`src/mic_defines.vh`:
```
// Constants shared by the interrupt controller files
`ifndef MIC_DEFINES_VH
`define MIC_DEFINES_VH

// ----------------------------------------------------------------
// Register offsets
// ----------------------------------------------------------------
`define MIC_OFS_EDGE_CFG 8'h05
`define MIC_OFS_CPU_STATUS 8'h06
`define MIC_OFS_STATUS_CTRL 8'h07
`define MIC_OFS_PERIPH_REQ 8'h16
`define MIC_OFS_PERIPH_EN 8'h17

// ----------------------------------------------------------------
// Field positions of the status/control register
// ----------------------------------------------------------------
`define MIC_BIT_PERIPH_PEND 7
`define MIC_BIT_TCLK_FLAG 6
`define MIC_BIT_T0_FLAG 5
`define MIC_BIT_EXT_FLAG 4
`define MIC_BIT_PERIPH_EN 3
`define MIC_BIT_TCLK_EN 2
`define MIC_BIT_T0_EN 1
`define MIC_BIT_EXT_EN 0

// ----------------------------------------------------------------
// Other field positions
// ----------------------------------------------------------------
`define MIC_BIT_GLOBAL_DIS 4
`define MIC_BIT_PORTB_REQ 7
`define MIC_BIT_EXT_RISE 0
`define MIC_BIT_TCLK_RISE 1

// ----------------------------------------------------------------
// Reset values
// ----------------------------------------------------------------
`define MIC_RST_STATUS_CTRL 8'h00
`define MIC_RST_CPU_STATUS 8'h10
`define MIC_RST_PERIPH_REQ 8'h02
`define MIC_RST_PERIPH_EN 8'h00
`define MIC_RST_EDGE_CFG 8'h00

// ----------------------------------------------------------------
// Vector addresses
// ----------------------------------------------------------------
`define MIC_VEC_RESET 16'h0000
`define MIC_VEC_EXT 16'h0008
`define MIC_VEC_T0 16'h0010
`define MIC_VEC_TCLK 16'h0018
`define MIC_VEC_PERIPH 16'h0020

`endif

```
`src/mic_edge_det.v`:
```
// Pin synchroniser with selectable edge detection
`timescale 1ns/1ps
`default_nettype none

module mic_edge_det (
  input wire clk,
  input wire rstn,
  input wire pin,
  input wire rise_sel,
  output wire edge_pulse
);

  reg sync1_reg;
  reg sync2_reg;
  reg prev_reg;

  // ----------------------------------------------------------------
  // Two-stage synchroniser, then one delay stage for the edge
  // ----------------------------------------------------------------
  always @(posedge clk) begin
    if (!rstn) begin
      sync1_reg <= 1'b0;
      sync2_reg <= 1'b0;
      prev_reg <= 1'b0;
    end else begin
      sync1_reg <= pin;
      sync2_reg <= sync1_reg;
      prev_reg <= sync2_reg;
    end
  end

  // Edge compare only uses stages after the first flop
  assign edge_pulse = rise_sel ? (sync2_reg & ~prev_reg) : (~sync2_reg & prev_reg);

endmodule
`default_nettype wire

```
`src/mic_irq_ctrl.v`:
```
// Interrupt controller of the microcontroller core: flags, enables, vectors, stack
//
// Added by the designer: the plain strobed port.
`timescale 1ns/1ps
`default_nettype none
`include "mic_defines.vh"

module mic_irq_ctrl #(
  parameter STACK_DEPTH = 16,
  parameter SP_W = 4,
  parameter PC_W = 16
) (
  input wire clk,
  input wire rstn,
  input wire [7:0] reg_addr,
  input wire [7:0] reg_wdata,
  input wire reg_wr,
  input wire reg_rd,
  output reg [7:0] reg_rdata,
  input wire ext_irq_pin,
  input wire timer_clk_input_pin,
  input wire [7:0] port_b_pins,
  input wire timer0_ovf,
  input wire [6:0] periph_evt,
  input wire instr_boundary,
  input wire [PC_W-1:0] return_pc,
  input wire return_from_irq_instr,
  output wire irq_req,
  output reg vec_take,
  output reg [PC_W-1:0] vec_addr,
  output reg pc_load,
  output reg [PC_W-1:0] pc_value,
  output wire global_irq_disable
);

  // ----------------------------------------------------------------
  // Source selection codes for the vector decision
  // ----------------------------------------------------------------
  localparam SRC_NONE = 3'd0;
  localparam SRC_EXT = 3'd1;
  localparam SRC_T0 = 3'd2;
  localparam SRC_TCLK = 3'd3;
  localparam SRC_PERIPH = 3'd4;
  localparam SRC_SPUR = 3'd5;

  // ----------------------------------------------------------------
  // State
  // ----------------------------------------------------------------
  reg [7:0] irq_status_ctrl_reg;
  reg [7:0] irq_status_ctrl_next;
  reg [7:0] cpu_status_reg;
  reg [7:0] cpu_status_next;
  reg [7:0] periph_irq_request_reg;
  reg [7:0] periph_irq_request_next;
  reg [7:0] periph_irq_enable_reg;
  reg [7:0] edge_cfg_reg;
  reg [7:0] portb_sync1_reg;
  reg [7:0] portb_sync2_reg;
  reg [7:0] portb_prev_reg;
  reg spurious_reg;
  reg spurious_next;
  reg [PC_W-1:0] stack_mem [0:STACK_DEPTH-1];
  reg [SP_W-1:0] sp_reg;
  reg [2:0] src_sel;

  wire ext_edge;
  wire tclk_edge;
  wire portb_change;
  wire [7:0] periph_set;
  wire periph_pending_flag;
  wire wr_status;
  wire wr_cpu;
  wire wr_preq;
  wire take;
  wire [2:0] en_cleared;
  wire [2:0] flag_events;

  // Field views of the status/control register
  wire timer_clk_pin_edge_flag = irq_status_ctrl_reg[`MIC_BIT_TCLK_FLAG];
  wire timer0_overflow_flag = irq_status_ctrl_reg[`MIC_BIT_T0_FLAG];
  wire ext_pin_edge_flag = irq_status_ctrl_reg[`MIC_BIT_EXT_FLAG];
  wire periph_group_enable = irq_status_ctrl_reg[`MIC_BIT_PERIPH_EN];
  wire timer_clk_pin_edge_enable = irq_status_ctrl_reg[`MIC_BIT_TCLK_EN];
  wire timer0_overflow_enable = irq_status_ctrl_reg[`MIC_BIT_T0_EN];
  wire ext_pin_edge_enable = irq_status_ctrl_reg[`MIC_BIT_EXT_EN];

  // ----------------------------------------------------------------
  // Helper: wrap-around stack pointer step
  // ----------------------------------------------------------------
  function [SP_W-1:0] sp_step;
    input [SP_W-1:0] sp;
    input up;
    begin
      if (up) begin
        sp_step = (sp == STACK_DEPTH[SP_W-1:0] - 1'b1) ? {SP_W{1'b0}} : sp + 1'b1;
      end else begin
        sp_step = (sp == {SP_W{1'b0}}) ? STACK_DEPTH[SP_W-1:0] - 1'b1 : sp - 1'b1;
      end
    end
  endfunction

  // ----------------------------------------------------------------
  // Event capture
  // ----------------------------------------------------------------
  // external latency
  // Pins pass two flops plus an edge stage before a flag can rise
  mic_edge_det u_ext_edge (
    .clk(clk),
    .rstn(rstn),
    .pin(ext_irq_pin),
    .rise_sel(edge_cfg_reg[`MIC_BIT_EXT_RISE]),
    .edge_pulse(ext_edge)
  );

  mic_edge_det u_tclk_edge (
    .clk(clk),
    .rstn(rstn),
    .pin(timer_clk_input_pin),
    .rise_sel(edge_cfg_reg[`MIC_BIT_TCLK_RISE]),
    .edge_pulse(tclk_edge)
  );

  always @(posedge clk) begin
    if (!rstn) begin
      portb_sync1_reg <= 8'h00;
      portb_sync2_reg <= 8'h00;
      portb_prev_reg <= 8'h00;
    end else begin
      portb_sync1_reg <= port_b_pins;
      portb_sync2_reg <= portb_sync1_reg;
      portb_prev_reg <= portb_sync2_reg;
    end
  end

  assign portb_change = |(portb_sync2_reg ^ portb_prev_reg);
  assign periph_set = {portb_change, periph_evt};
  assign flag_events = {tclk_edge, timer0_ovf, ext_edge};

  assign periph_pending_flag = |(periph_irq_request_reg & periph_irq_enable_reg);

  // ----------------------------------------------------------------
  // Register write decode
  // ----------------------------------------------------------------
  assign wr_status = reg_wr && (reg_addr == `MIC_OFS_STATUS_CTRL);
  assign wr_cpu = reg_wr && (reg_addr == `MIC_OFS_CPU_STATUS);
  assign wr_preq = reg_wr && (reg_addr == `MIC_OFS_PERIPH_REQ);

  assign en_cleared = wr_status ? (irq_status_ctrl_reg[2:0] & ~reg_wdata[2:0]) : 3'b000;

  // ----------------------------------------------------------------
  // Vector decision
  // ----------------------------------------------------------------
  // fixed priority
  always @* begin
    src_sel = SRC_NONE;
    if (spurious_reg) begin
      src_sel = SRC_SPUR;
    end else if (ext_pin_edge_flag && ext_pin_edge_enable) begin
      src_sel = SRC_EXT;
    end else if (timer0_overflow_flag && timer0_overflow_enable) begin
      src_sel = SRC_T0;
    end else if (timer_clk_pin_edge_flag && timer_clk_pin_edge_enable) begin
      src_sel = SRC_TCLK;
    end else if (periph_pending_flag && periph_group_enable) begin
      src_sel = SRC_PERIPH;
    end
  end

  assign irq_req = (src_sel != SRC_NONE) && !cpu_status_reg[`MIC_BIT_GLOBAL_DIS];
  // instruction boundary
  // Two-cycle instructions hold off the boundary and so add one cycle
  assign take = irq_req && instr_boundary;
  assign global_irq_disable = cpu_status_reg[`MIC_BIT_GLOBAL_DIS];

  // ----------------------------------------------------------------
  // Next values of the status/control, CPU status and peripheral request registers
  // ----------------------------------------------------------------
  always @* begin
    irq_status_ctrl_next = irq_status_ctrl_reg;
    if (wr_status) begin
      irq_status_ctrl_next[6:0] = reg_wdata[6:0];
    end
    if (take) begin
      case (src_sel)
        SRC_EXT: irq_status_ctrl_next[`MIC_BIT_EXT_FLAG] = 1'b0;
        SRC_T0: irq_status_ctrl_next[`MIC_BIT_T0_FLAG] = 1'b0;
        SRC_TCLK: irq_status_ctrl_next[`MIC_BIT_TCLK_FLAG] = 1'b0;
        default: irq_status_ctrl_next[`MIC_BIT_PERIPH_PEND] = 1'b0;
      endcase
    end
    // flags set regardless
    // Hardware set wins over software or vector clear in the same cycle
    if (flag_events[0]) begin
      irq_status_ctrl_next[`MIC_BIT_EXT_FLAG] = 1'b1;
    end
    if (flag_events[1]) begin
      irq_status_ctrl_next[`MIC_BIT_T0_FLAG] = 1'b1;
    end
    if (flag_events[2]) begin
      irq_status_ctrl_next[`MIC_BIT_TCLK_FLAG] = 1'b1;
    end
    irq_status_ctrl_next[`MIC_BIT_PERIPH_PEND] = 1'b0;
  end

  always @* begin
    cpu_status_next = cpu_status_reg;
    if (wr_cpu) begin
      cpu_status_next[`MIC_BIT_GLOBAL_DIS] = reg_wdata[`MIC_BIT_GLOBAL_DIS];
    end
    if (return_from_irq_instr) begin
      cpu_status_next[`MIC_BIT_GLOBAL_DIS] = 1'b0;
    end
    if (take) begin
      cpu_status_next[`MIC_BIT_GLOBAL_DIS] = 1'b1;
    end
  end

  always @* begin
    periph_irq_request_next = periph_irq_request_reg;
    if (wr_preq) begin
      periph_irq_request_next = reg_wdata;
    end
    periph_irq_request_next = periph_irq_request_next | periph_set;
  end

  // spurious reset vector
  // The dedicated flag events and the peripheral request events of this cycle are checked against the cleared enables
  always @* begin
    spurious_next = spurious_reg;
    if (take) begin
      spurious_next = 1'b0;
    end
    if (!cpu_status_reg[`MIC_BIT_GLOBAL_DIS] && wr_status &&
        ((|(en_cleared & flag_events)) ||
         (periph_group_enable && !reg_wdata[`MIC_BIT_PERIPH_EN] && (|periph_set)))) begin
      spurious_next = 1'b1;
    end
  end

  // ----------------------------------------------------------------
  // Register state
  // ----------------------------------------------------------------
  always @(posedge clk) begin
    if (!rstn) begin
      irq_status_ctrl_reg <= `MIC_RST_STATUS_CTRL;
      cpu_status_reg <= `MIC_RST_CPU_STATUS;
      periph_irq_request_reg <= `MIC_RST_PERIPH_REQ;
      periph_irq_enable_reg <= `MIC_RST_PERIPH_EN;
      edge_cfg_reg <= `MIC_RST_EDGE_CFG;
      spurious_reg <= 1'b0;
    end else begin
      irq_status_ctrl_reg <= irq_status_ctrl_next;
      cpu_status_reg <= cpu_status_next;
      periph_irq_request_reg <= periph_irq_request_next;
      spurious_reg <= spurious_next;
      if (reg_wr && (reg_addr == `MIC_OFS_PERIPH_EN)) begin
        periph_irq_enable_reg <= reg_wdata;
      end
      if (reg_wr && (reg_addr == `MIC_OFS_EDGE_CFG)) begin
        edge_cfg_reg <= {6'h00, reg_wdata[1:0]};
      end
    end
  end

  // ----------------------------------------------------------------
  // Read port, data one cycle after the strobe
  // ----------------------------------------------------------------
  always @(posedge clk) begin
    if (!rstn) begin
      reg_rdata <= 8'h00;
    end else if (reg_rd) begin
      case (reg_addr)
        `MIC_OFS_STATUS_CTRL: begin
          reg_rdata <= {periph_pending_flag, irq_status_ctrl_reg[6:0]};
        end
        `MIC_OFS_CPU_STATUS: reg_rdata <= cpu_status_reg;
        `MIC_OFS_PERIPH_REQ: reg_rdata <= periph_irq_request_reg;
        `MIC_OFS_PERIPH_EN: reg_rdata <= periph_irq_enable_reg;
        `MIC_OFS_EDGE_CFG: reg_rdata <= edge_cfg_reg;
        default: reg_rdata <= 8'h00;
      endcase
    end else begin
      reg_rdata <= 8'h00;
    end
  end

  // ----------------------------------------------------------------
  // Vector output and hardware stack
  // ----------------------------------------------------------------
  // Stack wraps on overflow like the core's own stack; no error is flagged
  always @(posedge clk) begin
    if (take) begin
      stack_mem[sp_reg] <= return_pc;
    end
  end

  always @(posedge clk) begin
    if (!rstn) begin
      sp_reg <= {SP_W{1'b0}};
      vec_take <= 1'b0;
      vec_addr <= {PC_W{1'b0}};
      pc_load <= 1'b0;
      pc_value <= {PC_W{1'b0}};
    end else begin
      vec_take <= take;
      pc_load <= 1'b0;
      if (take) begin
        sp_reg <= sp_step(sp_reg, 1'b1);
        case (src_sel)
          SRC_EXT: vec_addr <= `MIC_VEC_EXT;
          SRC_T0: vec_addr <= `MIC_VEC_T0;
          SRC_TCLK: vec_addr <= `MIC_VEC_TCLK;
          SRC_PERIPH: vec_addr <= `MIC_VEC_PERIPH;
          default: vec_addr <= `MIC_VEC_RESET;
        endcase
      end else if (return_from_irq_instr) begin
        sp_reg <= sp_step(sp_reg, 1'b0);
        pc_value <= stack_mem[sp_step(sp_reg, 1'b0)];
        pc_load <= 1'b1;
      end
    end
  end

endmodule
`default_nettype wire

```
`config.mk`:
```
export PLATFORM = sky130hd
export DESIGN_NAME = mic_irq_ctrl
export DESIGN_NICKNAME = d
export VERILOG_FILES = /design/src/mic_edge_det.v /design/src/mic_irq_ctrl.v
export VERILOG_INCLUDE_DIRS = /design/src /design/src/src
export SDC_FILE = /design/constraint.sdc
export NUM_CORES = 1
export LEC_CHECK = 0
export BUFFER_PORTS_ARGS = -buffer_cell sky130_fd_sc_hd__buf_2
export CAP_MARGIN = 20
export CORE_MARGIN = 2
export CORE_UTILIZATION = 50
export DETAILED_ROUTE_END_ITERATION = 8
export PLACE_DENSITY = 0.79
export SYNTH_ARGS = -nofsm -noshare
export SYNTH_HDL_FRONTEND = slang
export SYNTH_SLANG_ARGS = --single-unit
```
`constraint.sdc`:
```
create_clock -name clk -period 3 [get_ports clk]
set_input_delay 0.3 -clock clk [delete_from_list [all_inputs] [get_ports clk]]
set_output_delay 0.3 -clock clk [all_outputs]
set_load 0.05 [all_outputs]
```
== Yosys cells after proc, flatten, opt, wreduce, memory -nomap -nowiden ==
Memories as Yosys holds them, arrays and structs flattened. A register that Yosys moved wholly into a read port is not among the register bits.
Cells that the tools add are included.
Widths: inputs -> output; s select.

* Bits in writable memories: 256
* Bits of input ports: 56
* Register bits after elaboration: 87
* Logic and storage cells: 113
* Memories kept: 1

* Equality and inequality tests: 10
* Reductions and logical operators: 31
* Bitwise logic cells: 16
* Add/sub/neg operators: 2
* Multiplexer cells: 32

{| class="wikitable"
|+ Memories
! name !! depth !! width !! rd ports !! clocked after memory_dff !! write ports !! RTL line !! source
|-
| stack_mem || 16 || 16 || 1 || 1 || 1 || mic_irq_ctrl.v:62 || <nowiki>reg [PC_W-1:0] stack_mem [0:STACK_DEPTH-1];</nowiki>
|}

{| class="wikitable"
|+ Operator list
! kind !! number
|-
| $pmux 8 s5 || 1
|-
| $eq 8x3->1 const B || 3
|-
| $mux 4 || 6
|-
| $pmux 6 s4 || 1
|-
| $mux 3 || 7
|-
| $eq 8x5->1 const B || 2
|-
| $reduce_or 8->1 || 2
|-
| $logic_and 1x1->1 || 15
|-
| $mux 1 || 15
|-
| $reduce_or 15->1 || 1
|-
| $and 8x8->8 || 1
|-
| $mux 8 || 1
|-
| $or 8x8->8 || 1
|-
| $xor 8x8->8 || 1
|-
| $mux 7 || 1
|-
| $and 3x3->3 || 2
|-
| $eq 3x2->1 const B || 2
|-
| $not 1->1 || 6
|-
| $reduce_bool 2->1 || 3
|-
| $add 4x1->4 const B || 1
|-
| $and 1x1->1 || 4
|-
| $eq 4x4->1 const B || 1
|-
| $logic_not 4->1 || 1
|-
| $reduce_and 2->1 || 2
|-
| 9 further kinds || 11
|}

== Logic depth before layout (Yosys ltp) ==
Gate-level depths: netlist of the first run.

* Depth after elaboration: 13
* Depth in mapped cells: 10
* Depth with buffers taken out: 8

== Cells and area by module ==
From an unflattened synthesis of the first run, not the netlist that was laid out.

* Cell total of the unflattened synthesis: 805
* Area total of the unflattened synthesis: 13,436.6 µm²

{| class="wikitable"
|+ By module, submodules not included
! module !! cells each !! instances !! area an instance (µm²)
|-
| mic_irq_ctrl || 787 || 1 || 13,231.4
|-
| mic_edge_det || 9 || 2 || 102.6
|}

== Least setup slack after synthesis of the first run ==
Ideal clock, no wire load.

* Path kind: reg-to-reg
* From: register cpu_status_reg[4]
* To: memory stack_mem[1][0] (enable)
* Slack: 0.181 ns
* Library setup time: 0.409 ns
* Stages on the path, launching flop included: 6
* Required time: 2.591 ns
* Buffers on the path: 1
* Arrival time: 2.410 ns
* Cells stage by stage: dfxtp_1 nand2b_1 clkbuf_1 nor2_1 nand2_1 nor3_1

* Longest elaborated chain between the ends: 5

{| class="wikitable"
|+ Ends and longest elaborated chain
! element !! RTL line !! source
|-
| start: declaration || mic_irq_ctrl.v:51 || <nowiki>reg [7:0] cpu_status_reg;</nowiki>
|-
| start signal: assignment || mic_irq_ctrl.v:246 || <nowiki>cpu_status_reg <= `MIC_RST_CPU_STATUS;</nowiki>
|-
| start signal: assignment || mic_irq_ctrl.v:253 || <nowiki>cpu_status_reg <= cpu_status_next;</nowiki>
|-
| $logic_not 1->1 || mic_irq_ctrl.v:169 || <nowiki>assign irq_req = (src_sel != SRC_NONE) && !cpu_status_reg[`MIC_BIT_GLOBAL_DIS];</nowiki>
|-
| $logic_and 1x1->1 || mic_irq_ctrl.v:169 ||
|-
| $logic_and 1x1->1 || mic_irq_ctrl.v:172 || <nowiki>assign take = irq_req && instr_boundary;</nowiki>
|-
| $mux 1 || mic_irq_ctrl.v:292 || <nowiki>if (take) begin</nowiki>
|-
| $mux 1 (implied by the code) || mic_irq_ctrl.v:293 || <nowiki>stack_mem[sp_reg] <= return_pc;</nowiki>
|-
| end: declaration || mic_irq_ctrl.v:62 ||
|}

No other way between the ends.

== Worst setup path after layout of the first run ==
* From: register sp_reg[1]
* To: register pc_value[11] (read register of stack_mem)

* Longest elaborated chain between the ends: 5
* Elaborated cells on any way between the ends: 6
* Classes of those cells: add/sub: 1; mux: 4; reduce/logical: 1

{| class="wikitable"
|+ Ends and longest elaborated chain
! element !! RTL line !! source
|-
| start: declaration || mic_irq_ctrl.v:63 || <nowiki>reg [SP_W-1:0] sp_reg;</nowiki>
|-
| start signal: assignment || mic_irq_ctrl.v:299 || <nowiki>sp_reg <= {SP_W{1'b0}};</nowiki>
|-
| start signal: assignment || mic_irq_ctrl.v:308 || <nowiki>sp_reg <= sp_step(sp_reg, 1'b1);</nowiki>
|-
| start signal: assignment || mic_irq_ctrl.v:317 || <nowiki>sp_reg <= sp_step(sp_reg, 1'b0);</nowiki>
|-
| $sub 4x1->4 / $logic_not 4->1 (equally long branches) || mic_irq_ctrl.v:97 || <nowiki>sp_step = (sp == {SP_W{1'b0}}) ? STACK_DEPTH[SP_W-1:0] - 1'b1 : sp - 1'b1;</nowiki>
|-
| $mux 4 * || mic_irq_ctrl.v:97 ||
|-
| $mux 4 * || mic_irq_ctrl.v:316 || <nowiki>end else if (return_from_irq_instr) begin</nowiki>
|-
| $mux 4 * || mic_irq_ctrl.v:307 || <nowiki>if (take) begin</nowiki>
|-
| $mux 4 * || mic_irq_ctrl.v:298 || <nowiki>if (!rstn) begin</nowiki>
|-
| end: declaration || mic_irq_ctrl.v:32 || <nowiki>output reg [PC_W-1:0] pc_value,</nowiki>
|}

Mark *: on every way between the ends. The rest lies on a longest branch, timed or not. The select of a mux whose other input is x is not followed.
A chain may end at the register's enable or synchronous reset.

==> results of run 1 <==
==> cells in the final DEF (no fill, tap or decap), drive strengths merged, types with 6 or more instances in the layout <==
cell type	synthesis	final
inv	15	18
nor2	57	57
xnor2	8	8
nand2	44	44
mux2	6	6
a22o	11	11
a22oi	29	29
clkbuf	19	42
nand4	7	7
conb	1	13
clkinv	0	13
mux2i	39	39
mux4	53	53
and2	32	32
nor3	10	10
a21oi	28	28
a221oi	6	6
o21ai	13	13
a32o	6	6
edfxtp	256	256
dfxtp	90	90
buf	27	119
dlygate4sd3	0	10
==> cells by family (layout without fill, tap and decap cells) <==
group	Yosys count	count (layout)	synth area share
DFF	346	346	0.699
and+or+nand+nor	176	176	0.0669
AOI/OAI and AO/OA	128	128	0.0708
muxes	98	98	0.125
buffers and inverters	61	206	0.0283
xor gates and xnor gates	8	8	0.00516
adders and majority gates	5	5	0.00461
other	1	13	0.000276
==> metal layers <==
| layer | GRT usage | wire [um] |
|---|---|---|
| met3 | 0.0395 | 2740 |
| met4 | 0.0652 | 673 |
| met1 | 0.296 | 12300 |
| met5 | 0 | 0 |
| met2 | 0.340 | 14400 |
==> worst max path at each step <==
stage          slack (ns)                         end  depth (start not counted)                           startpoint
2_1_floorplan        0.18   stack_mem[1][0]$_DFFE_PP_                          5       cpu_status_reg[4]$_SDFFE_PP1P_
3_3_place_gp         0.20   pc_value[11]$_SDFFE_PN0P_                          9               sp_reg[0]$_SDFFE_PN0P_
3_5_place_dp         0.17   pc_value[14]$_SDFFE_PN0P_                          9               sp_reg[0]$_SDFFE_PN0P_
4_1_cts              0.12   pc_value[11]$_SDFFE_PN0P_                          9               sp_reg[0]$_SDFFE_PN0P_
5_1_grt              0.06  stack_mem[13][3]$_DFFE_PP_                          7  irq_status_ctrl_reg[2]$_SDFFE_PN0P_
6_report             0.22   pc_value[11]$_SDFFE_PN0P_                          9               sp_reg[1]$_SDFFE_PN0P_
==> stage by stage <==
| step | utilization | total power [uW] | cell area, um^2 | hold WS, ns | cells |
|---|---|---|---|---|---|
| after floorplan | - | 6220 | 13600 | 0.399 | 835 |
| after global placement | 0.540 | 6550 | 14500 | 0.414 | 1249 |
| after detailed placement | 0.540 | 6570 | 14500 | 0.419 | 1249 |
| after CTS | 0.584 | 10600 | 15600 | 0.0128 | 1321 |
| after global routing | 0.584 | 10900 | 15600 | 0.0235 | 1321 |
| final | 0.584 | 10600 | 15600 | 0.0256 | 1321 |
==> power groups by stage <==
stage	Sequential, uW	Combinational, uW	Clock, uW
6_report	5260	1240	4110
5_1_grt	5270	1310	4330
4_1_cts	5260	1230	4150
3_5_place_dp	5360	1200	0
3_3_place_gp	5360	1180	0
2_1_floorplan	5470	745	0
==> layout make-up <==
type,instances,area (um^2),share of cell area
sequential,346,9490,0.607
multi-input combinational,428,3780,0.242
clock buffer,42,912,0.0583
timing repair buffer,129,816,0.0521
tap,341,427,0.0273
clock inverter,20,164,0.0105
inverter,15,56.3,0.00360
==> what timing repair did <==
item | CTS | global route
hold endpoints to repair | 10 | 0
setup endpoints to repair | 0 | 11
hold buffers | 10 | 0
gates resized for setup | 0 | 2
==> impl_metrics.env, run 1 <==
export IMPL_critPathMaxFanout=36
export IMPL_final_period_utilization=0.926
export IMPL_leakage_uw=0.00552
export IMPL_hold_path_class="primary input to flip-flop"
export IMPL_floorplan_core_area_um2=26800
export IMPL_pre_cts_ws_ns=0.165
export IMPL_ys_seq_area_frac=0.699
export IMPL_area_growth_synth_to_final_pct=15.2
export IMPL_largest_net_degree_at_the_start_of_global_routing=47
export IMPL_die_area_um2=28500
export IMPL_die_width_um=169
export IMPL_crit_path_end_kind="flip-flop"
export IMPL_reg2reg_to="pc_value[11]$_SDFFE_PN0P_"
export IMPL_p_sw_uw=2590
export IMPL_die_h_um=169
export IMPL_wire_per_inst_um=22.8
export IMPL_post_route_min_period_ns=2.78
export IMPL_pwr_share_seq=0.496
export IMPL_fraction_of_final_layout_cells_with_drive_strength_greater_than_1=0.243
export IMPL_antenna_violations_before_repair=0
export IMPL_setup_viol=0
export IMPL_ir_worst_vdd_mv=0.417
export IMPL_drv_cap=0
export IMPL_ff2ff_path_depth=9
export IMPL_final_hold_violation_count=0
export IMPL_synth_top_cell_by_area="sky130_fd_sc_hd__edfxtp_1"
export IMPL_cts_root_buf="sky130_fd_sc_hd__clkbuf_16"
export IMPL_synthDistinctLibCells=69
export IMPL_clock_path_buffers=3
export IMPL_io_buffer_count=86
export IMPL_launch_point_of_the_worst_hold_path="periph_evt[1]"
export IMPL_rrSetupSlack_ns=0.22
export IMPL_drt_iter0_drc=985
export IMPL_synth_edf_count=256
export IMPL_synth_ff_type="sky130_fd_sc_hd__edfxtp_1"
export IMPL_residual_overflow_from_global_routing=0
export IMPL_worst_slew_margin_rel=0.335
export IMPL_worst_endpoint_arrival_ns=3.18
export IMPL_cts_htree_levels=2
export IMPL_final_setup_skew_ns=0.0182
export IMPL_finalNetCount=1016
export IMPL_internal_power_uw=8020
export IMPL_timing_critical_path_from_type="flip-flop"
export IMPL_tritoncts="done"
export IMPL_cp_slowest_cell="sky130_fd_sc_hd__mux4_1"
export IMPL_number_of_flip_flops_under_the_largest_register_name=256
export IMPL_timing_worst_slew_pin_value_ns=0.993
export IMPL_cp_buffers_inverters=2
export IMPL_synth_top_cells_by_count="sky130_fd_sc_hd__edfxtp_1, sky130_fd_sc_hd__dfxtp_1, sky130_fd_sc_hd__nor2_1, sky130_fd_sc_hd__nand2_1, sky130_fd_sc_hd__mux4_2"
export IMPL_cts_sinks=346
export IMPL_postSynthRegisterBits=346
export IMPL_cp_data_required_time_ns=3.40
export IMPL_row_count=60
export IMPL_grt_pass1_wl_um=45300
export IMPL_final_max_slew_viol_count=0
export IMPL_timing_critical_path_slowest_cell_delay_ns=0.63
export IMPL_p_sw_frac=0.244
export IMPL_worst_hold_path_num_cells=2
export IMPL_final_critical_path_setup_slack_ns=0.223
export IMPL_design_portCount=100
export IMPL_first_global_vias=7698
export IMPL_clkTransAtPathRegs_ns=0.06
export IMPL_per_cell_via_count_in_the_routed_design=5.97
export IMPL_netlist_top_cells_area="sky130_fd_sc_hd__edfxtp_1, sky130_fd_sc_hd__dfxtp_1, sky130_fd_sc_hd__mux4_2"
export IMPL_hold_end="periph_irq_request_reg[1]$_SDFF_PN1_"
export IMPL_tns_ns=0
export IMPL_max_freq_mhz=360
export IMPL_power_share_clock=0.387
export IMPL_drtAntennaViolNets=0
export IMPL_total_global_route_track_usage=0.211
export IMPL_setup_worst_path_class="flip-flop to flip-flop"
export IMPL_power_share_combinational=0.117
export IMPL_cts_repair_timing_setup_buffer_count=0
export IMPL_result_of_the_run="complete, no violations"
export IMPL_synth_most_common_cell="sky130_fd_sc_hd__edfxtp_1"
export IMPL_drt_drc_violations_left=0
export IMPL_yosysWarningCount=0
export IMPL_place_congestion=0.863
export IMPL_async_s_r_ff_share_synth=0
export IMPL_postRouteWirelength_um=30100
export IMPL_unrepaired_setup_endpoints_after_global_routing="false"
export IMPL_critPathTopFamily="multiplexers"
export IMPL_mapped_cells=823
export IMPL_detailedPlacementHpwl_um=18300
export IMPL_power_density_cell_area_nw_per_um2=678
export IMPL_worstSkewPairLatency_ns=0.52
export IMPL_register_ranked_first_by_flip_flop_count="stack_mem"
export IMPL_vias=7882
export IMPL_synth_top_cell_area_share=0.566
export IMPL_layout_filler_cell_count=1920
export IMPL_total_cts_buffers=35
export IMPL_detailedRoute_firstPassIterationCount=5
export IMPL_crit_reg2reg_launch="sp_reg[1]$_SDFFE_PN0P_"
export IMPL_netlist_area_um2=13600
export IMPL_synth_area_per_cell_um2=16.5
export IMPL_initial_util=0.507
export IMPL_insertedDiodeCount=0
export IMPL_worstPathCellList="inv_1, ha_1, nor2b_4, a21oi_4, buf_12, mux4_1, a22oi_1, nand2_1, a22o_1"
export IMPL_reg_top3="stack_mem (256), pc_value (16)"
(Power assumes the default switching activity.)
==> run 2: changes to the inputs <==
--- a/config.mk
+++ b/config.mk
@@ -12,6 +12,7 @@
 export CORE_UTILIZATION = 50
 export DETAILED_ROUTE_END_ITERATION = 8
 export PLACE_DENSITY = 0.79
+export RECOVER_POWER = 50
 export SYNTH_ARGS = -nofsm -noshare
 export SYNTH_HDL_FRONTEND = slang
 export SYNTH_SLANG_ARGS = --single-unit
==> run 2 against run 1 <==
  * Register-to-register slack hardly changed
  * Total power fell by 0.15%
  * Cell count stayed put
  * Design area shrank 0.42%
  * Clock skew rose by 0.00092 ns
==> impl_metrics.env, run 2 (synthesized netlist as in run 1, its figures left out) <==
export IMPL_detailedPlacementHpwl_um=18300
export IMPL_cts_root_buf="sky130_fd_sc_hd__clkbuf_16"
export IMPL_cp_data_required_time_ns=3.41
export IMPL_io_buffer_count=86
export IMPL_number_of_flip_flops_under_the_largest_register_name=256
export IMPL_final_hold_violation_count=0
export IMPL_leakage_uw=0.00537
export IMPL_dpl_cell_area_um2=14500
export IMPL_insertedDiodeCount=0
export IMPL_drt_iter0_drc=903
export IMPL_tritoncts="done"
export IMPL_cts_htree_levels=2
export IMPL_ff2ff_path_depth=9
export IMPL_worstSkewPairLatency_ns=0.52
export IMPL_rrSetupSlack_ns=0.22
export IMPL_floorplan_core_area_um2=26800
export IMPL_area_growth_synth_to_final_pct=14.7
export IMPL_total_cts_buffers=35
export IMPL_die_width_um=169
export IMPL_grt_pass1_wl_um=45300
export IMPL_detailedRoute_firstPassIterationCount=5
export IMPL_result_of_the_run="complete, no violations"
export IMPL_largest_net_degree_at_the_start_of_global_routing=47
export IMPL_clock_path_buffers=3
export IMPL_fin_hold_ws_ns=0.0213
export IMPL_top_library_cells_by_usage_in_the_layout_fill_and_taps_aside="sky130_fd_sc_hd__edfxtp_1, sky130_fd_sc_hd__dfxtp_1, sky130_fd_sc_hd__buf_2, sky130_fd_sc_hd__nor2_1, sky130_fd_sc_hd__nand2_1"
export IMPL_unrepaired_setup_endpoints_after_global_routing="false"
export IMPL_drt_drc_violations_left=0
export IMPL_tns_ns=0
export IMPL_sequential_cell_area_um2=9490
export IMPL_first_global_vias=7698
export IMPL_final_period_utilization=0.928
export IMPL_die_h_um=169
export IMPL_finalNetCount=1016
export IMPL_vias=7859
export IMPL_worst_slew_margin_rel=0.342
export IMPL_hold_path_class="primary input to flip-flop"
export IMPL_drtAntennaViolNets=0
export IMPL_fraction_of_final_layout_cells_with_drive_strength_greater_than_1=0.205
export IMPL_ir_worst_vdd_mv=0.418
export IMPL_crit_path_end_kind="flip-flop"
export IMPL_worst_hold_path_num_cells=2
export IMPL_drv_cap=0
export IMPL_residual_overflow_from_global_routing=0
export IMPL_max_freq_mhz=359
export IMPL_setup_viol=0
export IMPL_finish_cell_count_without_fillers=1321
export IMPL_design_portCount=100
export IMPL_wire_per_inst_um=22.8
export IMPL_launch_point_of_the_worst_hold_path="periph_evt[1]"
export IMPL_total_global_route_track_usage=0.211
export IMPL_cts_repair_timing_setup_buffer_count=0
export IMPL_per_cell_via_count_in_the_routed_design=5.95
export IMPL_design_area_um2=15600
export IMPL_critPathMaxFanout=36
export IMPL_reg_top3="stack_mem (256), pc_value (16)"
export IMPL_final_setup_skew_ns=0.0191
export IMPL_hold_end="periph_irq_request_reg[1]$_SDFF_PN1_"
export IMPL_layout_filler_cell_count=1939
export IMPL_initial_util=0.507
export IMPL_power_density_cell_area_nw_per_um2=680
export IMPL_antenna_violations_before_repair=0
export IMPL_final_common_cell="sky130_fd_sc_hd__edfxtp_1"
export IMPL_crit_reg2reg_launch="sp_reg[1]$_SDFFE_PN0P_"
export IMPL_timing_critical_path_from_type="flip-flop"
export IMPL_clkTransAtPathRegs_ns=0.06
export IMPL_totalPowerFinal_uw=10600
export IMPL_place_congestion=0.863
export IMPL_post_route_min_period_ns=2.78
export IMPL_setup_worst_path_class="flip-flop to flip-flop"
export IMPL_register_ranked_first_by_flip_flop_count="stack_mem"
export IMPL_multiInputGateArea_um2=3760
export IMPL_reg2reg_to="pc_value[14]$_SDFFE_PN0P_"
export IMPL_cts_sinks=346
export IMPL_timing_worst_slew_pin_value_ns=0.983
export IMPL_dp_cells=1249
export IMPL_worst_endpoint_arrival_ns=3.19
export IMPL_die_area_um2=28500
export IMPL_final_max_slew_viol_count=0
export IMPL_postRouteWirelength_um=30100
export IMPL_row_count=60
[run 2: cell types whose count changed in the layout (fill, tap and decap cells not counted)]
cell / previous run / this run
sky130_fd_sc_hd__and2_0: 0 / 13
sky130_fd_sc_hd__nor4b_1: 0 / 1
sky130_fd_sc_hd__nor2_2: 7 / 6
sky130_fd_sc_hd__buf_2: 86 / 52
sky130_fd_sc_hd__and2_1: 32 / 19
sky130_fd_sc_hd__clkbuf_1: 6 / 40
sky130_fd_sc_hd__nor4b_4: 1 / 0
sky130_fd_sc_hd__nand4b_1: 0 / 1
sky130_fd_sc_hd__nand4b_2: 1 / 0
sky130_fd_sc_hd__nor2_1: 49 / 50
[run 2: worst max-delay path, stage by stage, from the launching register on]
cell and delay, ns:
sky130_fd_sc_hd__dfxtp_1 0.44, sky130_fd_sc_hd__inv_1 0.15, sky130_fd_sc_hd__ha_1 0.24, sky130_fd_sc_hd__nor2b_4 0.15, sky130_fd_sc_hd__a21oi_4 0.25, sky130_fd_sc_hd__buf_12 0.31
sky130_fd_sc_hd__mux4_2 0.57, sky130_fd_sc_hd__a22oi_1 0.30, sky130_fd_sc_hd__nand2_1 0.08, sky130_fd_sc_hd__a22o_1 0.18
[run 2: timing repair]
action                     CTS  global route
hold buffers                10             0
hold endpoints to repair    10             0
setup endpoints to repair    0            11
gates resized for setup      0             2
[run 2: power by group]
group / total [uW] / internal [uW] / switching (uW)
logic: 1220 / 457 / 765
clock network: 4100 / 2360 / 1750
registers: 5270 / 5200 / 66.3
[run 2: how the worst max path moves through the flow]
| stage | startpoint | end | slack [ns] | cells after the start |
|---|---|---|---|---|
| 2_1_floorplan | cpu_status_reg[4]$_SDFFE_PP1P_ | stack_mem[1][0]$_DFFE_PP_ | 0.18 | 5 |
| 3_3_place_gp | sp_reg[0]$_SDFFE_PN0P_ | pc_value[11]$_SDFFE_PN0P_ | 0.20 | 9 |
| 3_5_place_dp | sp_reg[0]$_SDFFE_PN0P_ | pc_value[14]$_SDFFE_PN0P_ | 0.17 | 9 |
| 4_1_cts | sp_reg[0]$_SDFFE_PN0P_ | pc_value[11]$_SDFFE_PN0P_ | 0.12 | 9 |
| 5_1_grt | irq_status_ctrl_reg[2]$_SDFFE_PN0P_ | stack_mem[13][3]$_DFFE_PP_ | 0.06 | 7 |
| 6_report | sp_reg[1]$_SDFFE_PN0P_ | pc_value[14]$_SDFFE_PN0P_ | 0.22 | 9 |
[run 2: area by class of cell]
cell class,instances,area share
sequential,346,0.609
inverter,15,0.00361
clock inverter,20,0.0105
tap,341,0.0274
multi-input combinational,428,0.241
timing repair buffer,129,0.0496
clock buffer,42,0.0585
[run 2: per-stage QoR]
stage / utilization / setup WS, ns
floorplan: - / 0.181
global placement: 0.540 / 0.201
detailed placement: 0.540 / 0.165
CTS: 0.584 / 0.119
global route: 0.581 / 0.0631
finish: 0.581 / 0.217
[run 2: routing by layer]
metal  global-route usage  vias to the layer above  share of wire
li1                     -                     3458              -
met1                0.296                     3926           0.41
met2                0.340                      424           0.48
met3               0.0395                       51          0.090
met4               0.0652                        0          0.022
met5                    0                        -              0
==> run 3: changes to the inputs <==
--- a/config.mk
+++ b/config.mk
@@ -11,6 +11,7 @@
 export CORE_MARGIN = 2
 export CORE_UTILIZATION = 50
 export DETAILED_ROUTE_END_ITERATION = 8
+export MAX_ROUTING_LAYER = met4
 export PLACE_DENSITY = 0.79
 export RECOVER_POWER = 50
 export SYNTH_ARGS = -nofsm -noshare
==> run 3 against run 2 <==
  * Sequential share of layout area is the same
  * Global-route usage grew 0.67 points
  * Die area is the same
  * First-iteration DRC count grew 8.6%
  * Critical path depth is the same
  * Count of clock-buffer cells in the layout is the same
  * Routed wire length shrank 0.67%
  * Worst hold slack is essentially flat
  * Maximum frequency grew 0.11%
  * Design area is the same
  * Non-clock buffer count is the same
  * Clock power is essentially flat
==> impl_metrics.env, run 3 (synthesized netlist as in run 1, its figures left out) <==
export IMPL_tritoncts="done"
export IMPL_drt_drc_violations_left=0
export IMPL_drtAntennaViolNets=0
export IMPL_leakage_uw=0.00537
export IMPL_cts_sinks=346
export IMPL_ir_worst_vdd_mv=0.419
export IMPL_worst_hold_path_num_cells=2
export IMPL_insertedDiodeCount=0
export IMPL_final_hold_violation_count=0
export IMPL_max_freq_mhz=360
export IMPL_cts_htree_levels=2
export IMPL_worst_slew_margin_rel=0.334
export IMPL_per_cell_via_count_in_the_routed_design=5.93
export IMPL_ff2ff_path_depth=9
export IMPL_timing_critical_path_from_type="flip-flop"
export IMPL_top_library_cells_by_usage_in_the_layout_fill_and_taps_aside="sky130_fd_sc_hd__edfxtp_1, sky130_fd_sc_hd__dfxtp_1, sky130_fd_sc_hd__buf_2, sky130_fd_sc_hd__nor2_1, sky130_fd_sc_hd__nand2_1"
export IMPL_drv_cap=0
export IMPL_crit_reg2reg_launch="sp_reg[1]$_SDFFE_PN0P_"
export IMPL_launch_point_of_the_worst_hold_path="periph_evt[1]"
export IMPL_io_buffer_count=86
export IMPL_floorplan_core_area_um2=26800
export IMPL_area_growth_synth_to_final_pct=14.7
export IMPL_setup_viol=0
export IMPL_initial_util=0.507
export IMPL_post_route_min_period_ns=2.78
export IMPL_finalNetCount=1016
export IMPL_tns_ns=0
export IMPL_register_ranked_first_by_flip_flop_count="stack_mem"
export IMPL_crit_path_end_kind="flip-flop"
export IMPL_detailedRoute_firstPassIterationCount=5
export IMPL_dpl_cell_area_um2=14500
export IMPL_first_global_vias=7679
export IMPL_cts_root_buf="sky130_fd_sc_hd__clkbuf_16"
export IMPL_clkTransAtPathRegs_ns=0.06
export IMPL_die_h_um=169
export IMPL_clock_path_buffers=3
export IMPL_final_common_cell="sky130_fd_sc_hd__edfxtp_1"
export IMPL_die_area_um2=28500
export IMPL_cts_repair_timing_setup_buffer_count=0
export IMPL_totalPowerFinal_uw=10600
export IMPL_worstPathCellList="inv_1, ha_1, nor2b_4, a21oi_4, buf_12, mux4_1, a22oi_1, nand2_1, a22o_1"
export IMPL_final_setup_skew_ns=0.0186
export IMPL_wire_per_inst_um=22.6
export IMPL_power_density_cell_area_nw_per_um2=679
export IMPL_unrepaired_setup_endpoints_after_global_routing="false"
export IMPL_setup_worst_path_class="flip-flop to flip-flop"
export IMPL_drt_iter0_drc=981
export IMPL_hold_path_class="primary input to flip-flop"
export IMPL_rrSetupSlack_ns=0.22
export IMPL_critPathMaxFanout=36
export IMPL_total_cts_buffers=35
export IMPL_fraction_of_final_layout_cells_with_drive_strength_greater_than_1=0.205
export IMPL_design_portCount=100
export IMPL_grt_pass1_wl_um=45400
export IMPL_antenna_violations_before_repair=0
export IMPL_timing_critical_path_slowest_cell_delay_ns=0.63
export IMPL_final_period_utilization=0.927
export IMPL_timing_worst_slew_pin_value_ns=0.995
export IMPL_hold_end="periph_irq_request_reg[1]$_SDFF_PN1_"
export IMPL_worstSkewPairLatency_ns=0.52
export IMPL_reg_top3="stack_mem (256), pc_value (16)"
export IMPL_result_of_the_run="complete, no violations"
export IMPL_place_congestion=0.877
export IMPL_row_count=60
export IMPL_cp_data_required_time_ns=3.40
export IMPL_residual_overflow_from_global_routing=0
export IMPL_final_max_slew_viol_count=0
export IMPL_postRouteWirelength_um=29900
export IMPL_total_global_route_track_usage=0.218
export IMPL_detailedPlacementHpwl_um=18300
export IMPL_design_area_um2=15600
export IMPL_vias=7838
export IMPL_largest_net_degree_at_the_start_of_global_routing=47
export IMPL_die_width_um=169
export IMPL_number_of_flip_flops_under_the_largest_register_name=256
export IMPL_cp_slowest_cell="sky130_fd_sc_hd__mux4_1"
export IMPL_reg2reg_to="pc_value[11]$_SDFFE_PN0P_"
export IMPL_worst_endpoint_arrival_ns=3.18
run 3: cell counts in the layout (fill, tap and decap cells not counted):
No cell type changed its count.
run 3: worst max path at each step:
stage / slack [ns] / endpoint / cells past startpoint / from
floorplan: 0.18 / stack_mem[1][0]$_DFFE_PP_ / 5 / cpu_status_reg[4]$_SDFFE_PP1P_
global placement: 0.20 / pc_value[11]$_SDFFE_PN0P_ / 9 / sp_reg[0]$_SDFFE_PN0P_
detailed placement: 0.17 / pc_value[14]$_SDFFE_PN0P_ / 9 / sp_reg[0]$_SDFFE_PN0P_
CTS: 0.12 / pc_value[11]$_SDFFE_PN0P_ / 9 / sp_reg[0]$_SDFFE_PN0P_
global route: 0.06 / stack_mem[13][3]$_DFFE_PP_ / 7 / irq_status_ctrl_reg[2]$_SDFFE_PN0P_
finish: 0.22 / pc_value[11]$_SDFFE_PN0P_ / 9 / sp_reg[1]$_SDFFE_PN0P_
run 3: worst max-delay path: cells and delay by family, from the launching register on:
kind                     cells  cell delay [ns]
adder cells (fa/ha/maj)      1             0.24
buffers and inverters        2             0.45
AND/OR/NAND/NOR              2             0.24
multiplexers                 1             0.63
AO/OA/AOI/OAI                3             0.63
flip-flops                   1             0.44
run 3: metal layers:
| layer | share of wire | GRT usage | vias up |
|---|---|---|---|
| met5 | 0 | - | - |
| met4 | 0.023 | 0.0660 | 0 |
| met3 | 0.090 | 0.0376 | 62 |
| met2 | 0.48 | 0.339 | 409 |
| met1 | 0.41 | 0.298 | 3897 |
| li1 | - | - | 3470 |
run 3: what timing repair did:
item | in CTS | in global routing
resized for setup | 0 | 2
hold buffers | 10 | 0
endpoints found under the hold margin | 10 | 0
endpoints found under the setup margin | 0 | 11
run 3: stage by stage:
stage               cells  hold WS [ns]  setup WS (ns)  utilization
floorplan             835         0.399          0.181            -
global placement     1249         0.414          0.201        0.540
detailed placement   1249         0.419          0.165        0.540
CTS                  1321        0.0128          0.119        0.584
global route         1321        0.0225         0.0631        0.581
finish               1321        0.0211          0.220        0.581
run 3: cell type report:
type,count,area [um^2]
Clock inverter,20,164
Multi-Input combinational cell,428,3760
Inverter,15,56.3
Timing Repair Buffer,129,773
Fill cell,1939,11200
Sequential cell,346,9490
Clock buffer,42,912
Tap cell,341,427
run 3: where the power goes:
| group | total, uW | internal [uW] | switching (uW) |
|---|---|---|---|
| logic | 1220 | 458 | 763 |
| registers | 5270 | 5200 | 65.3 |
| clock network | 4100 | 2360 | 1750 |
| total | 10600 | 8010 | 2570 |
